## config.mk

```make
export PLATFORM = sky130hd
export DESIGN_NAME = bay_event_controller
export DESIGN_NICKNAME = d
export VERILOG_FILES = /design/src/inc/bay_pkg.sv /design/src/logic/bay_debounce.sv /design/src/logic/bay_event_controller.sv
export VERILOG_INCLUDE_DIRS = /design/src /design/src/inc
export SDC_FILE = /design/constraint.sdc
export NUM_CORES = 1
export LEC_CHECK = 0
export ABC_AREA = 0
export BUFFER_PORTS_ARGS = -buffer_cell sky130_fd_sc_hd__buf_4
export CORE_MARGIN = 5
export CORE_UTILIZATION = 40
export DETAILED_ROUTE_END_ITERATION = 12
export PLACE_DENSITY = 0.54
export SYNTH_ARGS = -nofsm -noshare
export SYNTH_HDL_FRONTEND = slang
export SYNTH_SLANG_ARGS = --single-unit
```

## constraint.sdc

```tcl
create_clock -name hclk -period 7.2 [get_ports hclk]
set_input_delay 1.44 -clock hclk [delete_from_list [all_inputs] [get_ports hclk]]
set_output_delay 1.44 -clock hclk [all_outputs]
set_load 0.02 [all_outputs]
```

## src/inc/bay_defs.svh

```systemverilog
`ifndef BAY_DEFS_SVH
`define BAY_DEFS_SVH

`define BAY_NUM 2
`define BAY_CLK_MHZ 100
`define BAY_DEBOUNCE_MS 64
`define BAY_SETTLE_MS 100
`define BAY_DEBOUNCE_CYC (`BAY_DEBOUNCE_MS * 1000 * `BAY_CLK_MHZ)
`define BAY_SETTLE_CYC (`BAY_SETTLE_MS * 1000 * `BAY_CLK_MHZ)

`define BAY_OFF_IRQ_STAT 12'h000
`define BAY_OFF_IRQ_MASK 12'h004
`define BAY_OFF_BAY_BASE 12'h010
`define BAY_BAY_STRIDE 12'h008
`define BAY_OFF_CTRL_BIT 2

`define BAY_ST_CHANGE 0
`define BAY_ST_REMOVE 1
`define BAY_ST_PRESENT 2
`define BAY_ST_SERIAL 3
`define BAY_ST_FIREWIRE 4
`define BAY_ST_BUTTON 5
`define BAY_ST_SETTLING 6

`define BAY_CT_CHANGE_EN 0
`define BAY_CT_REMOVE_EN 1
`define BAY_CT_POWER 2
`define BAY_CT_SAFE 3

`define BAY_CTRL_RST 1'b0
`define BAY_MASK_RST 1'b0

`endif

```

## src/inc/bay_pkg.sv

```systemverilog
package bay_pkg;
  typedef enum logic {SETTLE_IDLE, SETTLE_RUN} settle_e;
  typedef enum logic [2:0] {REG_NONE, REG_IRQ_STAT, REG_IRQ_MASK, REG_BAY_STAT, REG_BAY_CTRL} reg_kind_e;
endpackage

```

## src/logic/bay_debounce.sv

```systemverilog
`timescale 1ns/100ps
module bay_debounce #(
  parameter int unsigned CYCLES = 4,
  parameter logic IDLE_LEVEL = 1'b1
) (
  input wire logic hclk,
  input wire logic hresetn,
  input wire logic pin,
  output logic level
);
  logic s1_q, s2_q, lvl_q, lvl_d;
  logic [31:0] cnt_q, cnt_d;

  // new level accepted only after it has stood unchanged for CYCLES clocks
  always_comb begin
    lvl_d = lvl_q;
    cnt_d = 32'h0;
    if (s2_q != lvl_q) begin
      if (cnt_q + 32'h1 >= CYCLES) begin
        lvl_d = s2_q;
      end else begin
        cnt_d = cnt_q + 32'h1;
      end
    end
  end

  always_ff @(posedge hclk or negedge hresetn) begin
    if (!hresetn) begin
      s1_q <= IDLE_LEVEL;
      s2_q <= IDLE_LEVEL;
      lvl_q <= IDLE_LEVEL;
      cnt_q <= 32'h0;
    end else begin
      s1_q <= pin;
      s2_q <= s1_q;
      lvl_q <= lvl_d;
      cnt_q <= cnt_d;
    end
  end

  assign level = lvl_q;
endmodule

```

## src/logic/bay_event_controller.sv

```systemverilog
`timescale 1ns/100ps
`include "bay_defs.svh"
// What this block does
// - enable and control bits read back exactly what software last wrote.
// - plain status bits show the current signal level, no latching.
// - sticky flags set on their source event and then stay set.
// - bay sticky flags clear only by software writing one, zero leaves them; IRQ status bits clear on read.
// - falling presence edge, after 64 ms debounce, starts the settle timer.
// - settle timer expiry sets the bay's device-change flag.
// - each device-change flag has its own enable gating its event.
// - button press with device present sets the removal-request flag.
// - button debounced over 64 ms so one press gives one event.
// - removal-request flag has its own enable gating its event.
// - every bay has button input, removal flag and removal enable.
// - bay indicator shows whether removing the device is safe now.
// - power switch enable output follows the bay's power control bit.
module bay_event_controller
  import bay_pkg::*;
#(
  parameter int unsigned DEBOUNCE_CYCLES = `BAY_DEBOUNCE_CYC,
  parameter int unsigned SETTLE_CYCLES = `BAY_SETTLE_CYC
) (
  input wire logic hclk,
  input wire logic hresetn,
  input wire logic hsel,
  input wire logic [31:0] haddr,
  input wire logic [1:0] htrans,
  input wire logic hwrite,
  input wire logic [2:0] hsize,
  input wire logic [31:0] hwdata,
  input wire logic hready,
  output logic hreadyout,
  output logic hresp,
  output logic [31:0] hrdata,
  input wire logic [`BAY_NUM-1:0] serial_bus_presence_n,
  input wire logic [`BAY_NUM-1:0] firewire_presence_n,
  input wire logic [`BAY_NUM-1:0] removal_button_input,
  output logic [`BAY_NUM-1:0] power_switch_enable,
  output logic [`BAY_NUM-1:0] safe_to_remove,
  output logic bay_event,
  output logic irq
);
  localparam int NB = `BAY_NUM;

  function automatic reg_kind_e decode_kind(input logic [11:0] a);
    logic [11:0] off;
    off = a - `BAY_OFF_BAY_BASE;
    if (a == `BAY_OFF_IRQ_STAT) decode_kind = REG_IRQ_STAT;
    else if (a == `BAY_OFF_IRQ_MASK) decode_kind = REG_IRQ_MASK;
    else if (a >= `BAY_OFF_BAY_BASE && off < 12'(NB * 8) && a[1:0] == 2'b00)
      decode_kind = off[`BAY_OFF_CTRL_BIT] ? REG_BAY_CTRL : REG_BAY_STAT;
    else decode_kind = REG_NONE;
  endfunction

  function automatic int decode_bay(input logic [11:0] a);
    logic [11:0] off;
    off = a - `BAY_OFF_BAY_BASE;
    decode_bay = int'(off[11:3]);
  endfunction

  logic [NB-1:0] ser_db, fw_db, btn_db;

  genvar g;
  generate
    for (g = 0; g < NB; g++) begin : g_deb
      bay_debounce #(.CYCLES(DEBOUNCE_CYCLES), .IDLE_LEVEL(1'b1)) u_ser (
        .hclk(hclk), .hresetn(hresetn), .pin(serial_bus_presence_n[g]), .level(ser_db[g]));
      bay_debounce #(.CYCLES(DEBOUNCE_CYCLES), .IDLE_LEVEL(1'b1)) u_fw (
        .hclk(hclk), .hresetn(hresetn), .pin(firewire_presence_n[g]), .level(fw_db[g]));
      bay_debounce #(.CYCLES(DEBOUNCE_CYCLES), .IDLE_LEVEL(1'b0)) u_btn (
        .hclk(hclk), .hresetn(hresetn), .pin(removal_button_input[g]), .level(btn_db[g]));
    end
  endgenerate

  // bus state
  logic dph_q, dph_d, wr_q, wr_d;
  logic [11:0] addr_q, addr_d;
  logic [31:0] rdata_q, rdata_d;
  logic accept;
  reg_kind_e kind;
  int bsel;

  // bay state
  logic [NB-1:0] chg_q, chg_d, rem_q, rem_d;
  logic [NB-1:0] chg_en_q, chg_en_d, rem_en_q, rem_en_d;
  logic [NB-1:0] pwr_q, pwr_d, safe_sw_q, safe_sw_d, safe_q, safe_d;
  logic [NB-1:0] pser_q, pser_d, pfw_q, pfw_d, pbtn_q, pbtn_d;
  settle_e st_q [NB], st_d [NB];
  logic [31:0] cnt_q [NB], cnt_d [NB];
  logic [NB-1:0] present, chg_set, rem_set, fall;
  logic [2*NB-1:0] ist_q, ist_d, imask_q, imask_d;
  logic ev_q, ev_d, irq_q, irq_d;

  assign accept = hsel && hready && htrans[1] && !dph_q;
  assign kind = decode_kind(addr_q);
  assign bsel = decode_bay(addr_q);

  always_comb begin
    dph_d = accept;
    wr_d = accept ? hwrite : wr_q;
    addr_d = accept ? haddr[11:0] : addr_q;
    rdata_d = rdata_q;
    chg_d = chg_q;
    rem_d = rem_q;
    chg_en_d = chg_en_q;
    rem_en_d = rem_en_q;
    pwr_d = pwr_q;
    safe_sw_d = safe_sw_q;
    safe_d = safe_q;
    pser_d = ser_db;
    pfw_d = fw_db;
    pbtn_d = btn_db;
    imask_d = imask_q;
    ist_d = ist_q;
    present = '0;
    chg_set = '0;
    rem_set = '0;
    fall = '0;
    for (int b = 0; b < NB; b++) begin
      st_d[b] = st_q[b];
      cnt_d[b] = cnt_q[b];
      present[b] = !ser_db[b] || !fw_db[b];
      fall[b] = (pser_q[b] && !ser_db[b]) || (pfw_q[b] && !fw_db[b]);
      unique case (st_q[b])
        SETTLE_IDLE: begin
          if (fall[b]) begin
            st_d[b] = SETTLE_RUN;
            cnt_d[b] = SETTLE_CYCLES - 32'h1;
          end
        end
        SETTLE_RUN: begin
          // a device pulled out mid-settle never reports insertion
          if (fall[b]) begin
            cnt_d[b] = SETTLE_CYCLES - 32'h1;
          end else if (!present[b]) begin
            st_d[b] = SETTLE_IDLE;
          end else if (cnt_q[b] == 32'h0) begin
            st_d[b] = SETTLE_IDLE;
            chg_set[b] = 1'b1;
          end else begin
            cnt_d[b] = cnt_q[b] - 32'h1;
          end
        end
      endcase
      rem_set[b] = btn_db[b] && !pbtn_q[b] && present[b];
      safe_d[b] = !present[b] || safe_sw_q[b];
    end
    // data phase: writes take hwdata now, reads sample; only an IRQ status read also clears
    if (dph_q) begin
      if (wr_q) begin
        unique case (kind)
          REG_IRQ_MASK: imask_d = hwdata[2*NB-1:0];
          REG_BAY_STAT: begin
            chg_d[bsel] = chg_q[bsel] && !hwdata[`BAY_ST_CHANGE];
            rem_d[bsel] = rem_q[bsel] && !hwdata[`BAY_ST_REMOVE];
          end
          REG_BAY_CTRL: begin
            chg_en_d[bsel] = hwdata[`BAY_CT_CHANGE_EN];
            rem_en_d[bsel] = hwdata[`BAY_CT_REMOVE_EN];
            pwr_d[bsel] = hwdata[`BAY_CT_POWER];
            safe_sw_d[bsel] = hwdata[`BAY_CT_SAFE];
          end
          default: ;
        endcase
      end else begin
        rdata_d = 32'h0;
        unique case (kind)
          REG_IRQ_STAT: begin
            rdata_d[2*NB-1:0] = ist_q;
            ist_d = '0;
          end
          REG_IRQ_MASK: rdata_d[2*NB-1:0] = imask_q;
          REG_BAY_STAT: begin
            rdata_d[`BAY_ST_CHANGE] = chg_q[bsel];
            rdata_d[`BAY_ST_REMOVE] = rem_q[bsel];
            rdata_d[`BAY_ST_PRESENT] = present[bsel];
            rdata_d[`BAY_ST_SERIAL] = !ser_db[bsel];
            rdata_d[`BAY_ST_FIREWIRE] = !fw_db[bsel];
            rdata_d[`BAY_ST_BUTTON] = btn_db[bsel];
            rdata_d[`BAY_ST_SETTLING] = (st_q[bsel] == SETTLE_RUN);
          end
          REG_BAY_CTRL: begin
            rdata_d[`BAY_CT_CHANGE_EN] = chg_en_q[bsel];
            rdata_d[`BAY_CT_REMOVE_EN] = rem_en_q[bsel];
            rdata_d[`BAY_CT_POWER] = pwr_q[bsel];
            rdata_d[`BAY_CT_SAFE] = safe_sw_q[bsel];
          end
          default: ;
        endcase
      end
    end
    // hardware set wins over any clear in the same cycle
    chg_d = chg_d | chg_set;
    rem_d = rem_d | rem_set;
    for (int b = 0; b < NB; b++) begin
      ist_d[2*b] = ist_d[2*b] | chg_set[b];
      ist_d[2*b+1] = ist_d[2*b+1] | rem_set[b];
    end
    ev_d = |((chg_q & chg_en_q) | (rem_q & rem_en_q));
    irq_d = |(ist_q & imask_q);
  end

  always_ff @(posedge hclk or negedge hresetn) begin
    if (!hresetn) begin
      dph_q <= 1'b0;
      wr_q <= 1'b0;
      addr_q <= 12'h000;
      rdata_q <= 32'h0;
      chg_q <= '0;
      rem_q <= '0;
      chg_en_q <= {NB{`BAY_CTRL_RST}};
      rem_en_q <= {NB{`BAY_CTRL_RST}};
      pwr_q <= {NB{`BAY_CTRL_RST}};
      safe_sw_q <= {NB{`BAY_CTRL_RST}};
      safe_q <= '1;
      pser_q <= '1;
      pfw_q <= '1;
      pbtn_q <= '0;
      imask_q <= {2*NB{`BAY_MASK_RST}};
      ist_q <= '0;
      ev_q <= 1'b0;
      irq_q <= 1'b0;
      for (int b = 0; b < NB; b++) begin
        st_q[b] <= SETTLE_IDLE;
        cnt_q[b] <= 32'h0;
      end
    end else begin
      dph_q <= dph_d;
      wr_q <= wr_d;
      addr_q <= addr_d;
      rdata_q <= rdata_d;
      chg_q <= chg_d;
      rem_q <= rem_d;
      chg_en_q <= chg_en_d;
      rem_en_q <= rem_en_d;
      pwr_q <= pwr_d;
      safe_sw_q <= safe_sw_d;
      safe_q <= safe_d;
      pser_q <= pser_d;
      pfw_q <= pfw_d;
      pbtn_q <= pbtn_d;
      imask_q <= imask_d;
      ist_q <= ist_d;
      ev_q <= ev_d;
      irq_q <= irq_d;
      for (int b = 0; b < NB; b++) begin
        st_q[b] <= st_d[b];
        cnt_q[b] <= cnt_d[b];
      end
    end
  end

  // one wait state keeps read-after-write ordering simple
  assign hreadyout = !dph_q;
  assign hresp = 1'b0;
  assign hrdata = rdata_q;
  assign power_switch_enable = pwr_q;
  assign safe_to_remove = safe_q;
  assign bay_event = ev_q;
  assign irq = irq_q;

  logic wr_stat0, wr_ctrl0;
  assign wr_stat0 = dph_q && wr_q && kind == REG_BAY_STAT && bsel == 0;
  assign wr_ctrl0 = dph_q && wr_q && kind == REG_BAY_CTRL && bsel == 0;
endmodule

```

== Word-level counts from Yosys, hierarchy flattened ==
Cells that the tools add are included.
Operators by class
  add/sub/neg operators: 9
  magnitude comparators: 11
  equality and inequality tests: 17
  muxes and demuxes: 86
  bitwise logic cells: 14
  reductions and logical operators: 52
Operators by type and width (count)
  2-to-1 mux 32 bit: 20
  adder 32 x 1 -> 32 bit, second input constant: 6
  greater-or-equal comparator 32 x 23 -> 1 bit, second input constant: 6
  case mux 32 bit (2 select lines): 2
  zero test 32 bit: 2
  subtractor 32 x 1 -> 32 bit, second input constant: 2
  2-to-1 mux 1 bit: 40
  greater-or-equal comparator 32 x 2 -> 1 bit, second input constant: 1
  inverter 9 -> 32 bit: 1
  logical AND 1 bit: 16
  case mux 4 bit (4 select lines): 1
  2-to-1 mux 3 bit: 5
  AND reduction 2 bit: 7
  zero test 1 bit: 13
  bitwise mux 2 bit: 6
  == test 12 x 3 -> 1 bit, second input constant: 1
  greater-or-equal comparator 12 x 5 -> 1 bit, second input constant: 1
  zero test 12 bit: 1
  < comparator 12 x 5 -> 1 bit, second input constant: 1
  2-to-1 mux 2 bit: 6
  2-to-1 mux 4 bit: 3
  AND reduction 3 bit: 4
  subtractor 12 x 5 -> 12 bit, second input constant: 1
  greater-or-equal comparator 9 x 1 -> 1 bit, second input constant: 1
  19 further kinds: 42
Storage, ports and cells
  register bits after elaboration: 327
  bits of input ports: 80
  output and inout port bits: 40

== Logic depth before layout (Yosys ltp) ==
  word-level depth: 12
  depth in mapped cells: 11
  gate-level depth less buffers: 9

== Cells and area by module ==
From an unflattened synthesis, not the netlist that was laid out.
Unflattened totals
  cell total of the unflattened synthesis: 1718
  area total of the unflattened synthesis: 16970.0 um^2
Modules (own cells, without submodules)
  bay_debounce at g_deb[0].u_fw ...: instances 4, cells each 186, area each 1840.5 um^2
  bay_event_controller: instances 1, cells each 602, area each 5934.4 um^2
  bay_debounce at g_deb[0].u_btn ...: instances 2, cells each 186, area each 1836.8 um^2

== Worst setup path before layout ==
No wires, ideal clock.
  path type: reg-to-reg
  start point: reg cnt_q[10] in the netlist's numbering
  end point: reg cnt_q[20] in the netlist's numbering
  library setup time: 134 ps
  arrival time: 2620 ps
  data required time: 7066 ps
  slack: 4446 ps
  cell stages (with the launch flop): 10
  buffers on the path: 2
  clock period less this slack: 2754 ps
  cell sequence: dfrtp_1 > or4_4 > or4_1 > or2_0 > buf_2 > or2_1 > buf_6 > or4_4 > xor2_1 > nand2_1
Between the ends
  cells in the longest elaborated chain, start to end: 5
  elaborated cells between the ends (all ways): 8
RTL lines
  from (decl): line bay_event_controller.sv:89  | logic [31:0] cnt_q [NB], cnt_d [NB];
  from (signal, indexed assignment): line bay_event_controller.sv:248  | cnt_q[b] <= cnt_d[b];
  subtractor 32 x 1 -> 32 bit: line bay_event_controller.sv:141  | cnt_d[b] = cnt_q[b] - 32'h1;
  2-to-1 mux 32 bit: line bay_event_controller.sv:137  | end else if (cnt_q[b] == 32'h0) begin
  2-to-1 mux 32 bit: line bay_event_controller.sv:135  | end else if (!present[b]) begin
  2-to-1 mux 32 bit: line bay_event_controller.sv:133  | if (fall[b]) begin
  case mux 32 bit (2 select lines): line bay_event_controller.sv:124  | unique case (st_q[b])
Parallel ways exist; a longest one is shown, timed or not. The select of a mux whose other input is x is not followed.
A chain may end at the register's enable or synchronous reset.

== Worst setup path in the final report ==
  start point: reg g_deb[0].u_ser.cnt_q[6]
  end point: reg g_deb[0].u_ser.cnt_q[3]
Between the ends
  cells in the longest elaborated chain, start to end: 4
RTL lines
  from (decl): line bay_debounce.sv:12  | logic [31:0] cnt_q, cnt_d;
  from (signal assigned): line bay_debounce.sv:37  | cnt_q <= cnt_d;
  adder 32 x 1 -> 32 bit: line bay_debounce.sv:19  | if (cnt_q + 32'h1 >= CYCLES) begin
  greater-or-equal comparator 32 x 23 -> 1 bit: line bay_debounce.sv:19
  2-to-1 mux 32 bit: line bay_debounce.sv:19
  2-to-1 mux 32 bit: line bay_debounce.sv:18  | if (s2_q != lvl_q) begin
  named net g_deb[0].u_ser.cnt_d[3]: line bay_debounce.sv:12
The timed path passes the listed nets, and every way through them passes these cells.

==> impl_metrics.env <==
export IMPL_outcome="finished clean"
export IMPL_initial_core_util_pct=40.45
export IMPL_period_share_pct=47.71
export IMPL_num_rows=74
export IMPL_synth_cell_types=84
export IMPL_path_class="register to register"
export IMPL_finalClockSkew_ns=0.02024
export IMPL_ir_drop_uv=123.4
export IMPL_nets=1904
export IMPL_drive_above_1_share_pct=10.16
export IMPL_cts_root_buf="clkbuf_16"
export IMPL_wl_per_cell_um=14.56
export IMPL_powerDensity_nw_per_um2=220.9
export IMPL_cts_max_path_buffers=3
export IMPL_cts_tree="yes"
export IMPL_grt_use_total_pct=15.63
export IMPL_ys_async_sr_fraction_pct=100.0
export IMPL_wirelength_mm=34.54
export IMPL_core_area_um2=40920
export IMPL_drv_cap=0
export IMPL_worst_setup_path_end_kind="register"
export IMPL_die_y_um=213.4
export IMPL_grt_pass1_wl_mm=59.89
export IMPL_dp_slack_ns=3.709
export IMPL_insertion_delay_ns=0.55
export IMPL_grt_max_degree=150
export IMPL_fin_crit_ns=3.435
export IMPL_synth_seq_area_share_pct=49.56
export IMPL_hold_viol_final=0
export IMPL_ioPinCount=120
export IMPL_synth_edf_count=0
export IMPL_drc_errors=0
export IMPL_ys_top_cells_by_area="dfrtp_1, nor2_1, xnor2_1"
export IMPL_antenna_found_initial=0
export IMPL_synth_top_area_share_pct=46.70
export IMPL_fp_dieW_um=213.4
export IMPL_setup_slack_ns=3.765
export IMPL_vias=12236
export IMPL_n_antenna_cell=0
export IMPL_first_pass_iters=5
export IMPL_p_leak_nw=7.521
export IMPL_drt_iter0_markers=695
export IMPL_ys_ff_latch=327
export IMPL_fmax_ghz=0.2911
export IMPL_grt_setup_unrepaired="no"
export IMPL_dp_hpwl_mm=23.09
export IMPL_arrival_ns=3.82
export IMPL_clkTransAtPathRegs_ns=0.06
export IMPL_cts_setup_buffers=0
export IMPL_cts_made_buffers=40
export IMPL_syn_inst=1711
export IMPL_yosysTopAreaCell="dfrtp_1"
export IMPL_min_delay_path_class="register to register"
export IMPL_htreeDepth=2
export IMPL_cts_sinks=327
export IMPL_required_ns=7.58
export IMPL_slew_headroom_pct=36.08
export IMPL_synth_top_flop_cell="dfrtp_1"
export IMPL_numPortBuffers=41
export IMPL_gp_congestion=0.8032
export IMPL_setup_viol=0
export IMPL_finalSetupTns_ns=0
export IMPL_syn_area_per_cell_um2=9.676
export IMPL_cts_hold_buffers=0
export IMPL_worst_pin_slew_ns=0.9500
export IMPL_critPathLaunchType="register"
export IMPL_drtAntennaViolNets=0
export IMPL_drt_vias_per_instance=5.159
export IMPL_ys_warn_count=0
export IMPL_die_area_um2=45560
export IMPL_cts_resized=0
export IMPL_cp_max_fo=22
export IMPL_netlist_area_um2=16560
export IMPL_area_growth_pct=14.04
export IMPL_grt_pass1_vias=12087
export IMPL_drv_slew=0
export IMPL_grt_ovfl_total=0
==> logic make-up after synthesis <==
| group | Yosys count | share of synthesized area (%) |
|---|---|---|
| AO/OA/AOI/OAI | 190 | 7.981 |
| XOR/XNOR | 200 | 10.58 |
| adder cells (fa/ha/maj) | 15 | 1.134 |
| buffers and inverters | 116 | 3.371 |
| flip-flops | 327 | 49.56 |
| multiplexers | 36 | 2.335 |
| other | 1 | 0.02265 |
| AND/OR/NAND/NOR | 826 | 25.02 |
==> worst max-delay path: stages (launching register included) <==
cell and delay [ns]:
dfrtp_1 0.40, nand4_1 0.32, nor4_2 0.82, a31oi_1 0.17, o221ai_1 0.24, o21ai_0 0.17, a211oi_1 0.31, nand2b_1 0.74
nor2_1 0.11
==> layout by cell type (no fill, tap or decap), types with 7 or more instances in the layout <==
cell / synthesis / final
a31oi_1: 12 / 12
dfstp_2: 18 / 18
nor3_1: 61 / 61
buf_4: 26 / 47
nand2_1: 178 / 178
or4_1: 14 / 14
o31ai_1: 8 / 8
nor2_1: 253 / 253
a211oi_1: 8 / 8
and4_1: 13 / 13
clkinv_2: 0 / 11
a21oi_1: 36 / 36
nand3_1: 87 / 87
a22o_1: 8 / 8
or2_2: 7 / 7
o211ai_1: 11 / 11
ha_1: 15 / 15
nand2b_1: 8 / 8
inv_1: 44 / 44
clkbuf_16: 0 / 41
mux2_2: 20 / 20
and3_1: 22 / 22
conb_1: 1 / 80
mux2i_1: 15 / 15
xnor2_1: 106 / 106
nand4_1: 59 / 59
o21ai_0: 37 / 37
nor4_1: 24 / 24
nand4b_1: 10 / 10
dfrtp_1: 309 / 309
and2_1: 14 / 14
or3_1: 23 / 23
clkbuf_8: 0 / 14
xor2_1: 94 / 94
==> state kept, by name (all words and copies together) (netlist names), 4 cells and up <==
register and flops:
ist_q 4, addr_q 12, imask_q 4, g_deb.u_ser.cnt_q 64
g_deb.u_fw.cnt_q 64, hrdata 7, cnt_q 64, g_deb.u_btn.cnt_q 64
==> metal layers <==
metal | part of all wire (%) | vias to the layer above | global-route usage (%)
met5 | 0 | - | 0
met2 | 44 | 171 | 24.47
met1 | 50 | 5919 | 22.14
met4 | 1.8 | 0 | 4.057
met3 | 4.3 | 47 | 3.614
li1 | - | 6099 | -
==> metrics by stage <==
step	total power [W]	cells	util [%]	hold WS [ns]	instance area, um^2
final	0.004171	2372	46.14	0.3473	18880
after global routing	0.004363	2372	46.14	0.3600	18880
after floorplan	0.002079	1790	-	0.3312	16850
after global placement	0.002160	2299	42.79	0.3404	17510
after CTS	0.004255	2372	46.14	0.3488	18880
after detailed placement	0.002164	2299	42.79	0.3355	17510
==> where the power goes <==
part | total [W] | internal [W] | switching (W)
clock network | 0.00204 | 0.00126 | 0.000788
logic | 0.000185 | 0.0000634 | 0.000121
registers | 0.00194 | 0.00189 | 0.0000525
==> cell usage after synthesis, types with 15 or more instances <==
library cell  count
o21ai_0          37
inv_1            44
xnor2_1         106
or3_1            23
a21oi_1          36
nand3_1          87
and3_1           22
mux2_2           20
ha_1             15
nor3_1           61
xor2_1           94
buf_4            26
dfrtp_1         309
nor2_1          253
mux2i_1          15
nand2_1         178
nand4_1          59
dfstp_2          18
nor4_1           24
clkbuf_1         27
==> path summary, 6_finish.rpt <==
kind                       cells after the start                                end  slack, ns                         startpoint
max                                            8  g_deb[0].u_ser.cnt_q[3]$_DFF_PN0_       3.76  g_deb[0].u_ser.cnt_q[6]$_DFF_PN0_
min                                            0      g_deb[1].u_btn.s2_q$_DFF_PN0_       0.35      g_deb[1].u_btn.s1_q$_DFF_PN0_
max reg2reg                                    8  g_deb[0].u_ser.cnt_q[3]$_DFF_PN0_       3.76  g_deb[0].u_ser.cnt_q[6]$_DFF_PN0_
min reg2reg                                    0      g_deb[1].u_btn.s2_q$_DFF_PN0_       0.35      g_deb[1].u_btn.s1_q$_DFF_PN0_
max in group asynchronous                      2  g_deb[0].u_fw.cnt_q[11]$_DFF_PN0_       4.76                            hresetn
min in group asynchronous                      1  g_deb[0].u_ser.cnt_q[8]$_DFF_PN0_       0.97                            hresetn
==> final cells by class <==
class                   instances  area (um^2)
fillers                      3854        22040
flip-flops and latches        327         8205
multi-input cells            1347         8089
clock buffers                  57         1226
well taps                     532        665.6
repair buffers                 49        387.9
inverters                      44        165.2
clock inverters                16        141.4
(Power assumes the default switching activity.)
